File: src/common/stp_pkg.sv
`default_nettype none
package stp_pkg;

    // ------------------------------------------------------------
    // Pin functions and output sources
    // ------------------------------------------------------------
    typedef enum logic [1:0] {
        STP_FN_SYNC_ON,
        STP_FN_INPUT,
        STP_FN_OUTPUT
    } stp_func_e;

    typedef enum logic [1:0] {
        STP_SRC_ONE,
        STP_SRC_ZERO,
        STP_SRC_PWM
    } stp_src_e;

    // ------------------------------------------------------------
    // Timing
    // ------------------------------------------------------------
    localparam int CLK_HZ = 40000000;
    localparam int PULSE_MIN_NS = 30000;
    localparam int CLK_PERIOD_NS = 1000000000 / CLK_HZ;
    // Least time: round up
    localparam int PULSE_MIN_CYC = (PULSE_MIN_NS + CLK_PERIOD_NS - 1) / CLK_PERIOD_NS;
    // Emitted pulse keeps the low level for twice the least width
    localparam int PULSE_OUT_CYC = 2 * PULSE_MIN_CYC;
    // Read-back of our own pulse is blanked this long after it ends
    localparam int BLANK_CYC = PULSE_MIN_CYC;
    localparam int CNT_W = 16;

    // ------------------------------------------------------------
    // PWM settings
    // ------------------------------------------------------------
    localparam int PWM_W = 16;
    localparam logic [PWM_W-1:0] PWM_PERIOD_RST = 16'h0fa0;
    localparam logic [PWM_W-1:0] PWM_HIGH_RST = 16'h07d0;

endpackage
`default_nettype wire

File: src/rtl/stp_pwm.sv
`timescale 1ns/100ps
`default_nettype none

module stp_pwm (
    // Clock and reset
    input wire logic clk,
    input wire logic srst,
    // Settings
    input wire logic enable,
    input wire logic [stp_pkg::PWM_W-1:0] period,
    input wire logic [stp_pkg::PWM_W-1:0] high_time,
    // Waveform
    output logic wave
);

    typedef struct packed {
        logic [stp_pkg::PWM_W-1:0] cnt;
        logic wave;
    } stp_pwm_s;

    stp_pwm_s st_r;
    stp_pwm_s st_nxt;

    always_comb begin
        st_nxt = st_r;
        if (!enable || st_r.cnt + 16'h0001 >= period) begin
            st_nxt.cnt = '0;
        end else begin
            st_nxt.cnt = st_r.cnt + 16'h0001;
        end
        st_nxt.wave = enable && (st_nxt.cnt < high_time);
    end

    always_ff @(posedge clk) begin
        if (srst) begin
            st_r <= '0;
        end else begin
            st_r <= st_nxt;
        end
    end

    assign wave = st_r.wave;

endmodule

`default_nettype wire

File: src/rtl/stp_sync_on.sv
// Overview of operation
// One polarity setting inverts both the sensed input and the driven output of the pin.
// After reset the pin takes the synchronized turn-on function, working both ways.
// As a plain input the pin's level is sampled and reported.
// As an output the pin drives a constant one, a constant zero or a PWM waveform.
// Constant one drives the pin low normally and high when inverted.
// Constant zero drives the pin high normally and low when inverted.
// PWM frequency and duty are separate settings.
// The far instrument holds each sync pulse low for at least 30 us.
// A local off-to-on command emits a pulse on the pin in the turn-on function.
// A pulse received while the output is already on is ignored.
// A valid pulse received while the output is off turns the output on.
// The pin input is synchronized and a pulse counts only after its active low lasted the least width.
// Our own emitted pulse read back on the pin is not taken as a request.
`timescale 1ns/100ps
`default_nettype none

module stp_sync_on (
    // Clock and reset
    input wire logic clk,
    input wire logic srst,
    // Configuration
    input wire logic invert,
    input wire logic [1:0] func_sel,
    input wire logic [1:0] out_src,
    input wire logic [stp_pkg::PWM_W-1:0] pwm_period,
    input wire logic [stp_pkg::PWM_W-1:0] pwm_high,
    // Output-enable state
    input wire logic local_on_req,
    input wire logic local_off_req,
    output logic out_on,
    output logic remote_on_pulse,
    // Plain input level
    output logic in_level,
    // Pin, open drain style
    input wire logic pin_i,
    output logic pin_o,
    output logic pin_oe_n
);

    typedef struct packed {
        logic sync1;
        logic sync2;
        logic [stp_pkg::CNT_W-1:0] low_cnt;
        logic armed;
        logic [stp_pkg::CNT_W-1:0] tx_cnt;
        logic [stp_pkg::CNT_W-1:0] blank_cnt;
        logic on;
        logic remote;
        logic level;
        logic pin_o;
        logic pin_oe_n;
    } stp_state_s;

    stp_state_s st_r;
    stp_state_s st_nxt;
    logic pwm_wave;

    // ------------------------------------------------------------
    // Helpers
    // ------------------------------------------------------------
    function automatic logic pol(input logic v, input logic inv);
        pol = v ^ inv;
    endfunction

    // ------------------------------------------------------------
    // PWM source
    // ------------------------------------------------------------
    stp_pwm u_pwm (
        .clk(clk),
        .srst(srst),
        .enable(func_sel == 2'(stp_pkg::STP_FN_OUTPUT) && out_src == 2'(stp_pkg::STP_SRC_PWM)),
        .period(pwm_period),
        .high_time(pwm_high),
        .wave(pwm_wave)
    );

    // ------------------------------------------------------------
    // Next state
    // ------------------------------------------------------------
    always_comb begin
        logic active;
        logic valid;
        logic own;
        logic fire;
        active = 1'b0;
        valid = 1'b0;
        own = 1'b0;
        fire = 1'b0;
        st_nxt = st_r;
        st_nxt.remote = 1'b0;

        // Input synchroniser; only sync2 is examined
        st_nxt.sync1 = pin_i;
        st_nxt.sync2 = st_r.sync1;
        // Active pulse level is low, high when inverted
        active = !pol(st_r.sync2, invert);

        // Own pulse and its tail are blanked from the receiver
        own = (st_r.tx_cnt != '0) || (st_r.blank_cnt != '0);

        if (!active || own) begin
            st_nxt.low_cnt = '0;
            st_nxt.armed = !active;
        end else if (st_r.low_cnt < 16'(stp_pkg::PULSE_MIN_CYC)) begin
            st_nxt.low_cnt = st_r.low_cnt + 16'h0001;
        end
        // One acceptance per pulse, once the least width is met
        if (st_r.armed && active && !own && st_r.low_cnt == 16'(stp_pkg::PULSE_MIN_CYC) - 16'h0001) begin
            valid = 1'b1;
            st_nxt.armed = 1'b0;
        end

        // Output-enable state
        if (local_off_req) begin
            st_nxt.on = 1'b0;
        end else if (local_on_req && !st_r.on) begin
            st_nxt.on = 1'b1;
            fire = (func_sel == 2'(stp_pkg::STP_FN_SYNC_ON));
        end else if (valid && func_sel == 2'(stp_pkg::STP_FN_SYNC_ON) && !st_r.on) begin
            st_nxt.on = 1'b1;
            st_nxt.remote = 1'b1;
        end

        // Transmit pulse timer and blanking tail
        if (fire) begin
            st_nxt.tx_cnt = 16'(stp_pkg::PULSE_OUT_CYC);
        end else if (st_r.tx_cnt != '0) begin
            st_nxt.tx_cnt = st_r.tx_cnt - 16'h0001;
            if (st_r.tx_cnt == 16'h0001) begin
                st_nxt.blank_cnt = 16'(stp_pkg::BLANK_CYC);
            end
        end else if (st_r.blank_cnt != '0) begin
            st_nxt.blank_cnt = st_r.blank_cnt - 16'h0001;
        end
        if (func_sel != 2'(stp_pkg::STP_FN_SYNC_ON)) begin
            st_nxt.tx_cnt = '0;
        end

        // Plain input level, polarity adjusted
        st_nxt.level = (func_sel == 2'(stp_pkg::STP_FN_INPUT)) ? pol(st_r.sync2, invert) : 1'b0;

        // Pin drive
        unique case (func_sel)
            2'(stp_pkg::STP_FN_SYNC_ON): begin
                // Pulse is low on the line normally, high when inverted
                st_nxt.pin_o = pol(1'b0, invert);
                st_nxt.pin_oe_n = (st_nxt.tx_cnt == '0);
            end
            2'(stp_pkg::STP_FN_OUTPUT): begin
                st_nxt.pin_oe_n = 1'b0;
                unique case (out_src)
                    2'(stp_pkg::STP_SRC_ONE): st_nxt.pin_o = pol(1'b0, invert);
                    2'(stp_pkg::STP_SRC_ZERO): st_nxt.pin_o = pol(1'b1, invert);
                    // A high PWM phase is a logic one, driven like the constant one
                    default: st_nxt.pin_o = pol(!pwm_wave, invert);
                endcase
            end
            default: begin
                st_nxt.pin_o = 1'b1;
                st_nxt.pin_oe_n = 1'b1;
            end
        endcase
    end

    always_ff @(posedge clk) begin
        if (srst) begin
            st_r <= '0;
            st_r.sync1 <= 1'b1;
            st_r.sync2 <= 1'b1;
            st_r.pin_o <= 1'b1;
            st_r.pin_oe_n <= 1'b1;
        end else begin
            st_r <= st_nxt;
        end
    end

    assign out_on = st_r.on;
    assign remote_on_pulse = st_r.remote;
    assign in_level = st_r.level;
    assign pin_o = st_r.pin_o;
    assign pin_oe_n = st_r.pin_oe_n;

endmodule

`default_nettype wire

File: config.mk
export PLATFORM = sky130hd
export DESIGN_NAME = stp_sync_on
export DESIGN_NICKNAME = d
export VERILOG_FILES = /design/src/common/stp_pkg.sv /design/src/rtl/stp_pwm.sv /design/src/rtl/stp_sync_on.sv
export SDC_FILE = /design/constraint.sdc
export NUM_CORES = 1
export LEC_CHECK = 0
export ABC_AREA = 1
export BUFFER_PORTS_ARGS = -buffer_cell sky130_fd_sc_hd__buf_2
export CAP_MARGIN = 10
export CORE_UTILIZATION = 60
export CTS_CLUSTER_DIAMETER = 60
export CTS_CLUSTER_SIZE = 28
export DETAILED_ROUTE_END_ITERATION = 10
export GPL_ROUTABILITY_DRIVEN = 0
export PLACE_DENSITY_LB_ADDON = 0.05
export SLEW_MARGIN = 20
export SYNTH_ARGS = -nofsm -noshare
export SYNTH_HDL_FRONTEND = slang
export SYNTH_SLANG_ARGS = --single-unit
File: constraint.sdc
create_clock -name clk -period 4.8 [get_ports clk]
set_clock_uncertainty 0.15 [all_clocks]
set_input_delay 0 -clock clk [delete_from_list [all_inputs] [get_ports clk]]
set_output_delay 0 -clock clk [all_outputs]
set_load 0.02 [all_outputs]
## Yosys cells after proc, flatten, opt, wreduce, memory -nomap -nowiden

Cells that the tools add are included.

- Flip-flop bits (word level): 73
- Input port bits: 42
- Output and inout bits: 5
- Logic and storage cells: 76

- $add $sub $neg: 4
- Magnitude comparators: 3
- Equal/unequal tests: 7
- Mux-type cells: 14
- Bitwise gates (word level): 5
- Reduce and logical (&&, ||, !) cells: 30

Operator list:

| cell | count |
|---|---|
| two-way mux 16 bit | 7 |
| adder 16 x 1 -> 16 bit (second input constant) | 2 |
| nonzero test 16 bit | 2 |
| subtractor 16 x 1 -> 16 bit (second input constant) | 2 |
| == test 16 x 1 -> 1 bit (second input constant) | 1 |
| == test 16 x 11 -> 1 bit (second input constant) | 1 |
| greater-or-equal comparator 16 bit | 1 |
| logical NOT 16 bit | 1 |
| less-than comparator 16 x 11 -> 1 bit (second input constant) | 1 |
| less-than comparator 16 bit | 1 |
| logical AND 1 bit | 8 |
| OR reduction 2 bit | 4 |
| nonzero test 2 bit | 3 |
| logical NOT 1 bit | 5 |
| == test 2 x 1 -> 1 bit (second input constant) | 2 |
| == test 2 bit (second input constant) | 2 |
| logical NOT 2 bit | 2 |
| two-way mux 1 bit | 4 |
| case mux 2 bit (2 select lines) | 1 |
| logical OR 1 bit | 3 |
| inverter 1 bit | 3 |
| AND reduction 3 bit | 1 |
| OR reduction 3 bit | 1 |
| two-way mux 2 bit | 1 |
| other kinds (3) | 4 |

## Longest topological paths before layout

Gate-level depths: netlist of the first run.

- Word-level depth: 10
- Gate-level depth with buffers: 28
- Mapped depth without buffers: 27

## Modules after synthesis

From an unflattened synthesis of the first run, not the netlist that was laid out.

- Cells, all modules: 757
- Area, all modules: 5019.8 µm²

By module, submodules not included:

| module | times used | cells an instance | area an instance (µm²) | sequential area each (µm²) |
|---|---|---|---|---|
| stp_sync_on | 1 | 489 | 3264.4 | 1121.1 |
| stp_pwm | 1 | 268 | 1755.4 | 340.3 |

## Worst setup path before layout of the first run

Ideal clock, no wire load.

- Path kind: register to register
- Start point: register u_pwm.st_r[1] (netlist name)
- End point: register u_pwm.st_r, in the netlist u_pwm.wave
- Library setup time: 0.070 ns
- Arrival: 3.498 ns
- Data required time: 4.580 ns
- Setup slack: 1.082 ns
- Cell stages (with the launch flop): 27
- Path buffers: 1
- Clock period less this slack: 3.718 ns
- Cells stage by stage: dfxtp_1 -> ha_1 -> nand2_1 -> inv_2 -> nand2_2 -> nor3b_2 -> nand3_2 -> nor2_2 -> nand4_1 -> nor2_1 -> xnor2_1 -> inv_1 -> ha_1 -> nand2_1 -> inv_1 -> nand3_1 -> a21oi_1 -> nor2_1 -> nand2_1 -> clkbuf_1 -> nor3_1 -> ha_1 -> a21oi_1 -> nor2_1 -> o21ai_0 -> o2111ai_1 -> a21oi_1

RTL lines:

| element | RTL line | text |
|---|---|---|
| from (decl) | stp_pwm.sv:21 | `stp_pwm_s st_r;` |
| from (signal assigned) | stp_pwm.sv:38 | `st_r <= st_nxt;` |

==> flow_summary.ini, run 1 <==
[cells_and_area]
reg_top3 = st_r x50, u_pwm.st_r x16
final_area_sq_um = 5360
diodes = 0
drive_gt1_frac = 0.137
final_cell_mix = nand2_1, nor2_1, inv_1
area_growth_pct = 13.6
largest_reg_flops = 50
regMostFlops = st_r
fin_nets = 831
layout_commonest_cell = nand2_1

[detailed_routing]
finalWirelength_mm = 10.3
drt-wirelength-per-cell_um = 12.1
vias_per_cell = 5.22
drc = 0
ant_nets = 0
drtPass1Iterations = 4
drtIter0Drc = 184
vias = 4467

[min_path]
hold_path.class = in2reg

[global_route]
first_global_vias = 4270
grt.total_usage = 0.263
grt_remaining_overflow = 0
grt_start_max_net_pins = 43
grt_pass1_wl_mm = 17.9
antenna_found_initial = 0

[placed_design]
placed_area_sq_um = 5010
hpwl_mm = 8.02
port_buffers = 46

[power]
p_total_w = 0.00404
p_per_area_nw_per_um2 = 753
cellLeakagePower_nw = 2.62
irDropWorstVdd_mv = 0.553

[timing]
setup_viol = 0
hold_violations = 0
slew_viol_final = 0
finalSetupTns_ns = 0
finalCritPeriodShare = 0.873
worstMarginPinSlew_ns = 0.797
post-route-min-period_ns = 4.19
grt_setup_unrepaired = false
clock.fmax_mhz = 239
slew_headroom = 0.467

[clocking]
htreeDepth = 3
cts_tree = done
clk_latency_ns = 0.34
cts_buffers = 9
clock_path_buffers = 2
cts_setup_buffers = 0
clock-sinks = 73
cts_root_buffer = clkbuf_8
path_clk_slew_ns = 0.08

[die]
dieArea_sq_um = 8220
row_count = 31
start_util = 0.637
core-area_sq_um = 7410
io_pins = 47
die_h_um = 90.7
fp.dieW_um = 90.7

[outcome]
status = finished clean

[synth]
syn_inst = 695
synth_area_per_cell_sq_um = 6.79
syn_nets = 774
ys_seq_area_frac = 0.310
synth_cell_types = 42
ys_warn_count = 0
synth_area_sq_um = 4720
ys_seq_elements = 73

[worst_setup_path]
cp.arrival_ns = 4.32
end_kind = flip-flop
crit_fanout = 20
crit_type = reg2reg
required_ns = 4.93
worstSetupStartpointType = flip-flop

[flow_run]
max-cap-violations = 0
## metrics by stage
step | setup slack (ns) | utilization | std cells | hold slack (ns)
6_report | 0.610 | 0.724 | 856 | 0.0261
4_1_cts | 0.398 | 0.723 | 856 | 0.0200
3_5_place_dp | 0.406 | 0.677 | 828 | 0.0390
5_1_grt | 0.0792 | 0.724 | 856 | 0.0701
3_3_place_gp | 0.648 | 0.677 | 828 | 0.0385
2_1_floorplan | 1.08 | - | 695 | -0.0721
## power by group
part           switching, W  internal, W  total [W]  leakage [nW]
Sequential         0.000111     0.000727   0.000839         0.592
Clock              0.000235     0.000296   0.000530         0.111
Combinational       0.00178     0.000886    0.00267          1.92
## layout make-up
class,instances,area [sq um]
multi-input combinational,501,2790
fill,628,2050
sequential,73,1460
inverter,107,402
timing repair buffer,60,365
clock buffer,10,128
tap,99,124
clock inverter,6,91.3
## cells by family after synthesis
| group | share of synthesized area |
|---|---|
| AOI/OAI and AO/OA | 0.0748 |
| xor gates and xnor gates | 0.0557 |
| adders and majority gates | 0.0981 |
| buffers and inverters | 0.101 |
| DFF | 0.310 |
| and+or+nand+nor | 0.361 |
## per-layer routing
layer | GRT usage | part of all wire
met1 | 0.302 | 0.46
met2 | 0.487 | 0.49
met3 | 0.0370 | 0.027
met4 | 0.101 | 0.024
met5 | 0 | 0
## synth_stat cells
| cell | number | area, sq um |
|---|---|---|
| nand3b_1 | 1 | 7.51 |
| inv_1 | 101 | 379 |
| o21ai_0 | 15 | 75.1 |
| o21a_1 | 1 | 7.51 |
| nor4_2 | 1 | 12.5 |
| o31ai_1 | 1 | 7.51 |
| nand2_1 | 134 | 503 |
| o21ai_2 | 1 | 8.76 |
| and2_1 | 1 | 6.26 |
| nor4_1 | 11 | 68.8 |
| nor3_1 | 32 | 160 |
| a21oi_1 | 35 | 175 |
| xor2_1 | 19 | 166 |
| nor3b_2 | 1 | 12.5 |
| nor3_2 | 7 | 70.1 |
| clkinv_1 | 1 | 3.75 |
| or2_2 | 7 | 43.8 |
| xnor2_1 | 11 | 96.3 |
| nor3_4 | 1 | 16.3 |
| nand2_2 | 4 | 25.0 |
| nor2_2 | 7 | 43.8 |
| clkbuf_1 | 10 | 37.5 |
| inv_2 | 5 | 18.8 |
| buf_4 | 2 | 15.0 |
| a31oi_1 | 1 | 6.26 |
| nand4_1 | 16 | 100 |
| nor2_4 | 1 | 11.3 |
| and3_1 | 1 | 6.26 |
| nand3_1 | 35 | 175 |
| dfxtp_1 | 73 | 1460 |
| a21oi_2 | 1 | 8.76 |
| ha_1 | 37 | 463 |
| buf_6 | 2 | 22.5 |
| o211ai_1 | 2 | 15.0 |
| nand3_2 | 3 | 30.0 |
| a21boi_0 | 1 | 7.51 |
| a31o_2 | 1 | 8.76 |
| o2111ai_1 | 2 | 17.5 |
| a211oi_1 | 1 | 7.51 |
| o21bai_1 | 1 | 7.51 |
| or2_1 | 2 | 12.5 |
| nor2_1 | 106 | 398 |
## path summary, 6_finish.rpt
kind / depth (start not counted) / endpoint / slack (ns) / from
setup / recovery: 25 / u_pwm.wave / 0.61 / u_pwm.st_r[1]
hold / removal: 6 / u_pwm.wave / 0.03 / pwm_high[14]
setup reg to reg: 25 / u_pwm.wave / 0.61 / u_pwm.st_r[1]
hold reg to reg: 1 / st_r[54] / 0.26 / st_nxt[54]
## worst max-delay path, stage by stage, from the launching register on
cell and delay [ns]:
dfxtp_1 0.40, ha_1 0.21, nand2_1 0.07, inv_2 0.08, nand2_2 0.07, nor3b_2 0.25
nand3_2 0.13, nor2_2 0.16, nand4_1 0.12, nor2_1 0.13, xnor2_1 0.21, inv_1 0.09
ha_1 0.27, nand2_1 0.06, inv_1 0.05, o21ai_0 0.08, nand3_1 0.09, nor2_1 0.24
nand2_4 0.18, nor3_1 0.24, ha_1 0.27, a21oi_1 0.15, nor2_1 0.05, o21ai_0 0.15
o2111ai_1 0.12, a21oi_1 0.12
## repair_timing
| action | 4_1_cts | 5_1_grt |
|---|---|---|
| hold endpoints to repair | 16 | 0 |
| resized for setup | 0 | 2 |
| hold buffers | 12 | 0 |
| setup endpoints to repair | 0 | 1 |
Note: power is estimated with default switching activity, not from simulation.
==> inputs of run 2 (changes only) <==
--- a/config.mk
+++ b/config.mk
@@ -8,13 +8,14 @@
 export ABC_AREA = 1
 export BUFFER_PORTS_ARGS = -buffer_cell sky130_fd_sc_hd__buf_2
 export CAP_MARGIN = 10
-export CORE_UTILIZATION = 60
+export CORE_UTILIZATION = 54
 export CTS_CLUSTER_DIAMETER = 60
 export CTS_CLUSTER_SIZE = 28
 export DETAILED_ROUTE_END_ITERATION = 10
 export GPL_ROUTABILITY_DRIVEN = 0
 export PLACE_DENSITY_LB_ADDON = 0.05
-export SLEW_MARGIN = 20
+export REMOVE_ABC_BUFFERS = 1
+export SLEW_MARGIN = 10
 export SYNTH_ARGS = -nofsm -noshare
 export SYNTH_HDL_FRONTEND = slang
 export SYNTH_SLANG_ARGS = --single-unit
==> constraint.sdc (replaced) <==
create_clock -name clk -period 3.6 [get_ports clk]
set_clock_uncertainty 0.15 [all_clocks]
set_input_delay 0 -clock clk [delete_from_list [all_inputs] [get_ports clk]]
set_output_delay 0 -clock clk [all_outputs]
set_load 0.02 [all_outputs]
==> run 2 against run 1 <==
Net effect: the flow now finishes with violations (setup timing); wire length up 9.9%; utilization down 3.4 points; sequential share of layout area down 1.8 points; setup slack worse by 0.86 ns; power up 7.6%; sequential power up 28%; die area up 11%; cell count up 3.6%; design area up 7.3%; flip-flop and latch count unchanged; critical path type unchanged; critical endpoint unchanged; highest routed layer unchanged.
==> flow_summary.ini, run 2 (synthesized netlist as in run 1, its figures left out) <==
[die]
core-area_sq_um = 8340
start_util = 0.566
io_pins = 47
dieArea_sq_um = 9120
fp.dieW_um = 95.5
row_count = 33
die_h_um = 95.5

[cells_and_area]
reg_top3 = st_r x50, u_pwm.st_r x16
final_cells = 887
drive_gt1_frac = 0.197
area_growth_pct = 21.8
largest_reg_flops = 50
final_area_sq_um = 5750
n_fill_cell = 745
diodes = 0
layout_commonest_cell = nand2_1
fin_nets = 856
regMostFlops = st_r
final_cell_mix = nand2_1, nor2_1, inv_1

[timing]
slew_viol_final = 0
worstMarginPinSlew_ns = 0.989
grt_setup_unrepaired = true
slew_headroom = 0.341
finalCritPeriodShare = 1.07
finalSetupTns_ns = -0.252
clock.fmax_mhz = 260
post-route-min-period_ns = 3.85
setup_viol = 1
fin_ws_ns = -0.252
hold_violations = 0

[clocking]
cts_root_buffer = clkbuf_8
clk_latency_ns = 0.35
cts_buffers = 9
htreeDepth = 3
path_clk_slew_ns = 0.08
clock_path_buffers = 2
cts_tree = done
clock-sinks = 73

[global_route]
grt_remaining_overflow = 0
grt.total_usage = 0.258
grt_pass1_wl_mm = 18.5
grt_start_max_net_pins = 52
first_global_vias = 4306
antenna_found_initial = 0

[worst_setup_path]
cp.arrival_ns = 3.98
crit_type = reg2reg
required_ns = 3.73
worstSetupStartpointType = flip-flop
r2r_slack_ns = -0.25
cp_slowest_cell = dfxtp_2
crit_path_max_incr_delay_ns = 0.37
crit_fanout = 6
end_kind = flip-flop

[detailed_routing]
finalWirelength_mm = 11.4
vias = 4550
drtIter0Drc = 209
drc = 0
drt-wirelength-per-cell_um = 12.8
drtPass1Iterations = 4
ant_nets = 0
vias_per_cell = 5.13

[power]
cellLeakagePower_nw = 2.81
irDropWorstVdd_mv = 0.368
p_per_area_nw_per_um2 = 756

[placed_design]
hpwl_mm = 8.42
dp_cells = 851
placed_area_sq_um = 5160
port_buffers = 46

[outcome]
violations = setup timing
status = finished with violations

[min_path]
hold_path.class = in2reg

[flow_run]
max-cap-violations = 0
-- run 2: cell count changes in the layout (fill, tap and decap cells not counted), moves of 3 or more --
cell     delta
buf_4      +21
nand3_1     -5
nand3_2     +5
a21oi_1     -4
a21oi_2     +4
nor2_1      -4
nor3_1      -4
ha_1        -3
ha_4        +3
-- run 2: metal layers --
metal,GRT usage,share of wire
met5,0,0
met4,0.0796,0.021
met3,0.0478,0.032
met2,0.447,0.48
met1,0.323,0.47
-- run 2: cell type report --
class	instances	area (sq um)	area share
repair buffers	85	603	0.105
well taps	105	131	0.0229
flip-flops and latches	73	1460	0.255
inverters	107	402	0.0699
multi-input cells	501	2940	0.512
clock buffers	12	155	0.0270
clock inverters	4	51.3	0.00892
-- run 2: critical path, delay by kind of cell, from the launching register on --
| family | cells | cell delay, ns |
|---|---|---|
| buffers and inverters | 4 | 0.39 |
| xor gates and xnor gates | 1 | 0.16 |
| DFF | 1 | 0.37 |
| and+or+nand+nor | 12 | 1.39 |
| adders and majority gates | 3 | 0.70 |
| AOI/OAI and AO/OA | 5 | 0.60 |
-- run 2: final timing paths --
kind | from | endpoint | cells past startpoint
hold / removal | pwm_high[6] | u_pwm.wave | 6
setup / recovery | u_pwm.st_r[1] | u_pwm.wave | 25
hold reg to reg | st_nxt[54] | st_r[54] | 1
setup reg to reg | u_pwm.st_r[1] | u_pwm.wave | 25
-- run 2: power by group --
part,switching [W],internal (W)
combinational,0.00172,0.000889
clock,0.000309,0.000359
sequential,0.000127,0.000941
-- run 2: per-stage QoR --
step | power, W | hold slack (ns) | utilization | worst slack (ns)
3_5_place_dp | 0.00366 | 0.0377 | 0.619 | -0.181
6_report | 0.00434 | 0.0330 | 0.689 | -0.252
4_1_cts | 0.00434 | 0.0167 | 0.662 | -0.174
5_1_grt | 0.00513 | 0.0508 | 0.689 | -0.520
3_3_place_gp | 0.00361 | 0.0405 | 0.619 | -0.0919
2_1_floorplan | 0.00302 | -0.0809 | - | -0.345
-- run 2: timing repair --
item	4_1_cts	5_1_grt
setup buffers	1	4
endpoints found under the setup margin	1	1
gates cloned	0	2
resized for setup	3	34
hold buffers	13	0
endpoints found under the hold margin	8	0
pin swaps	2	23
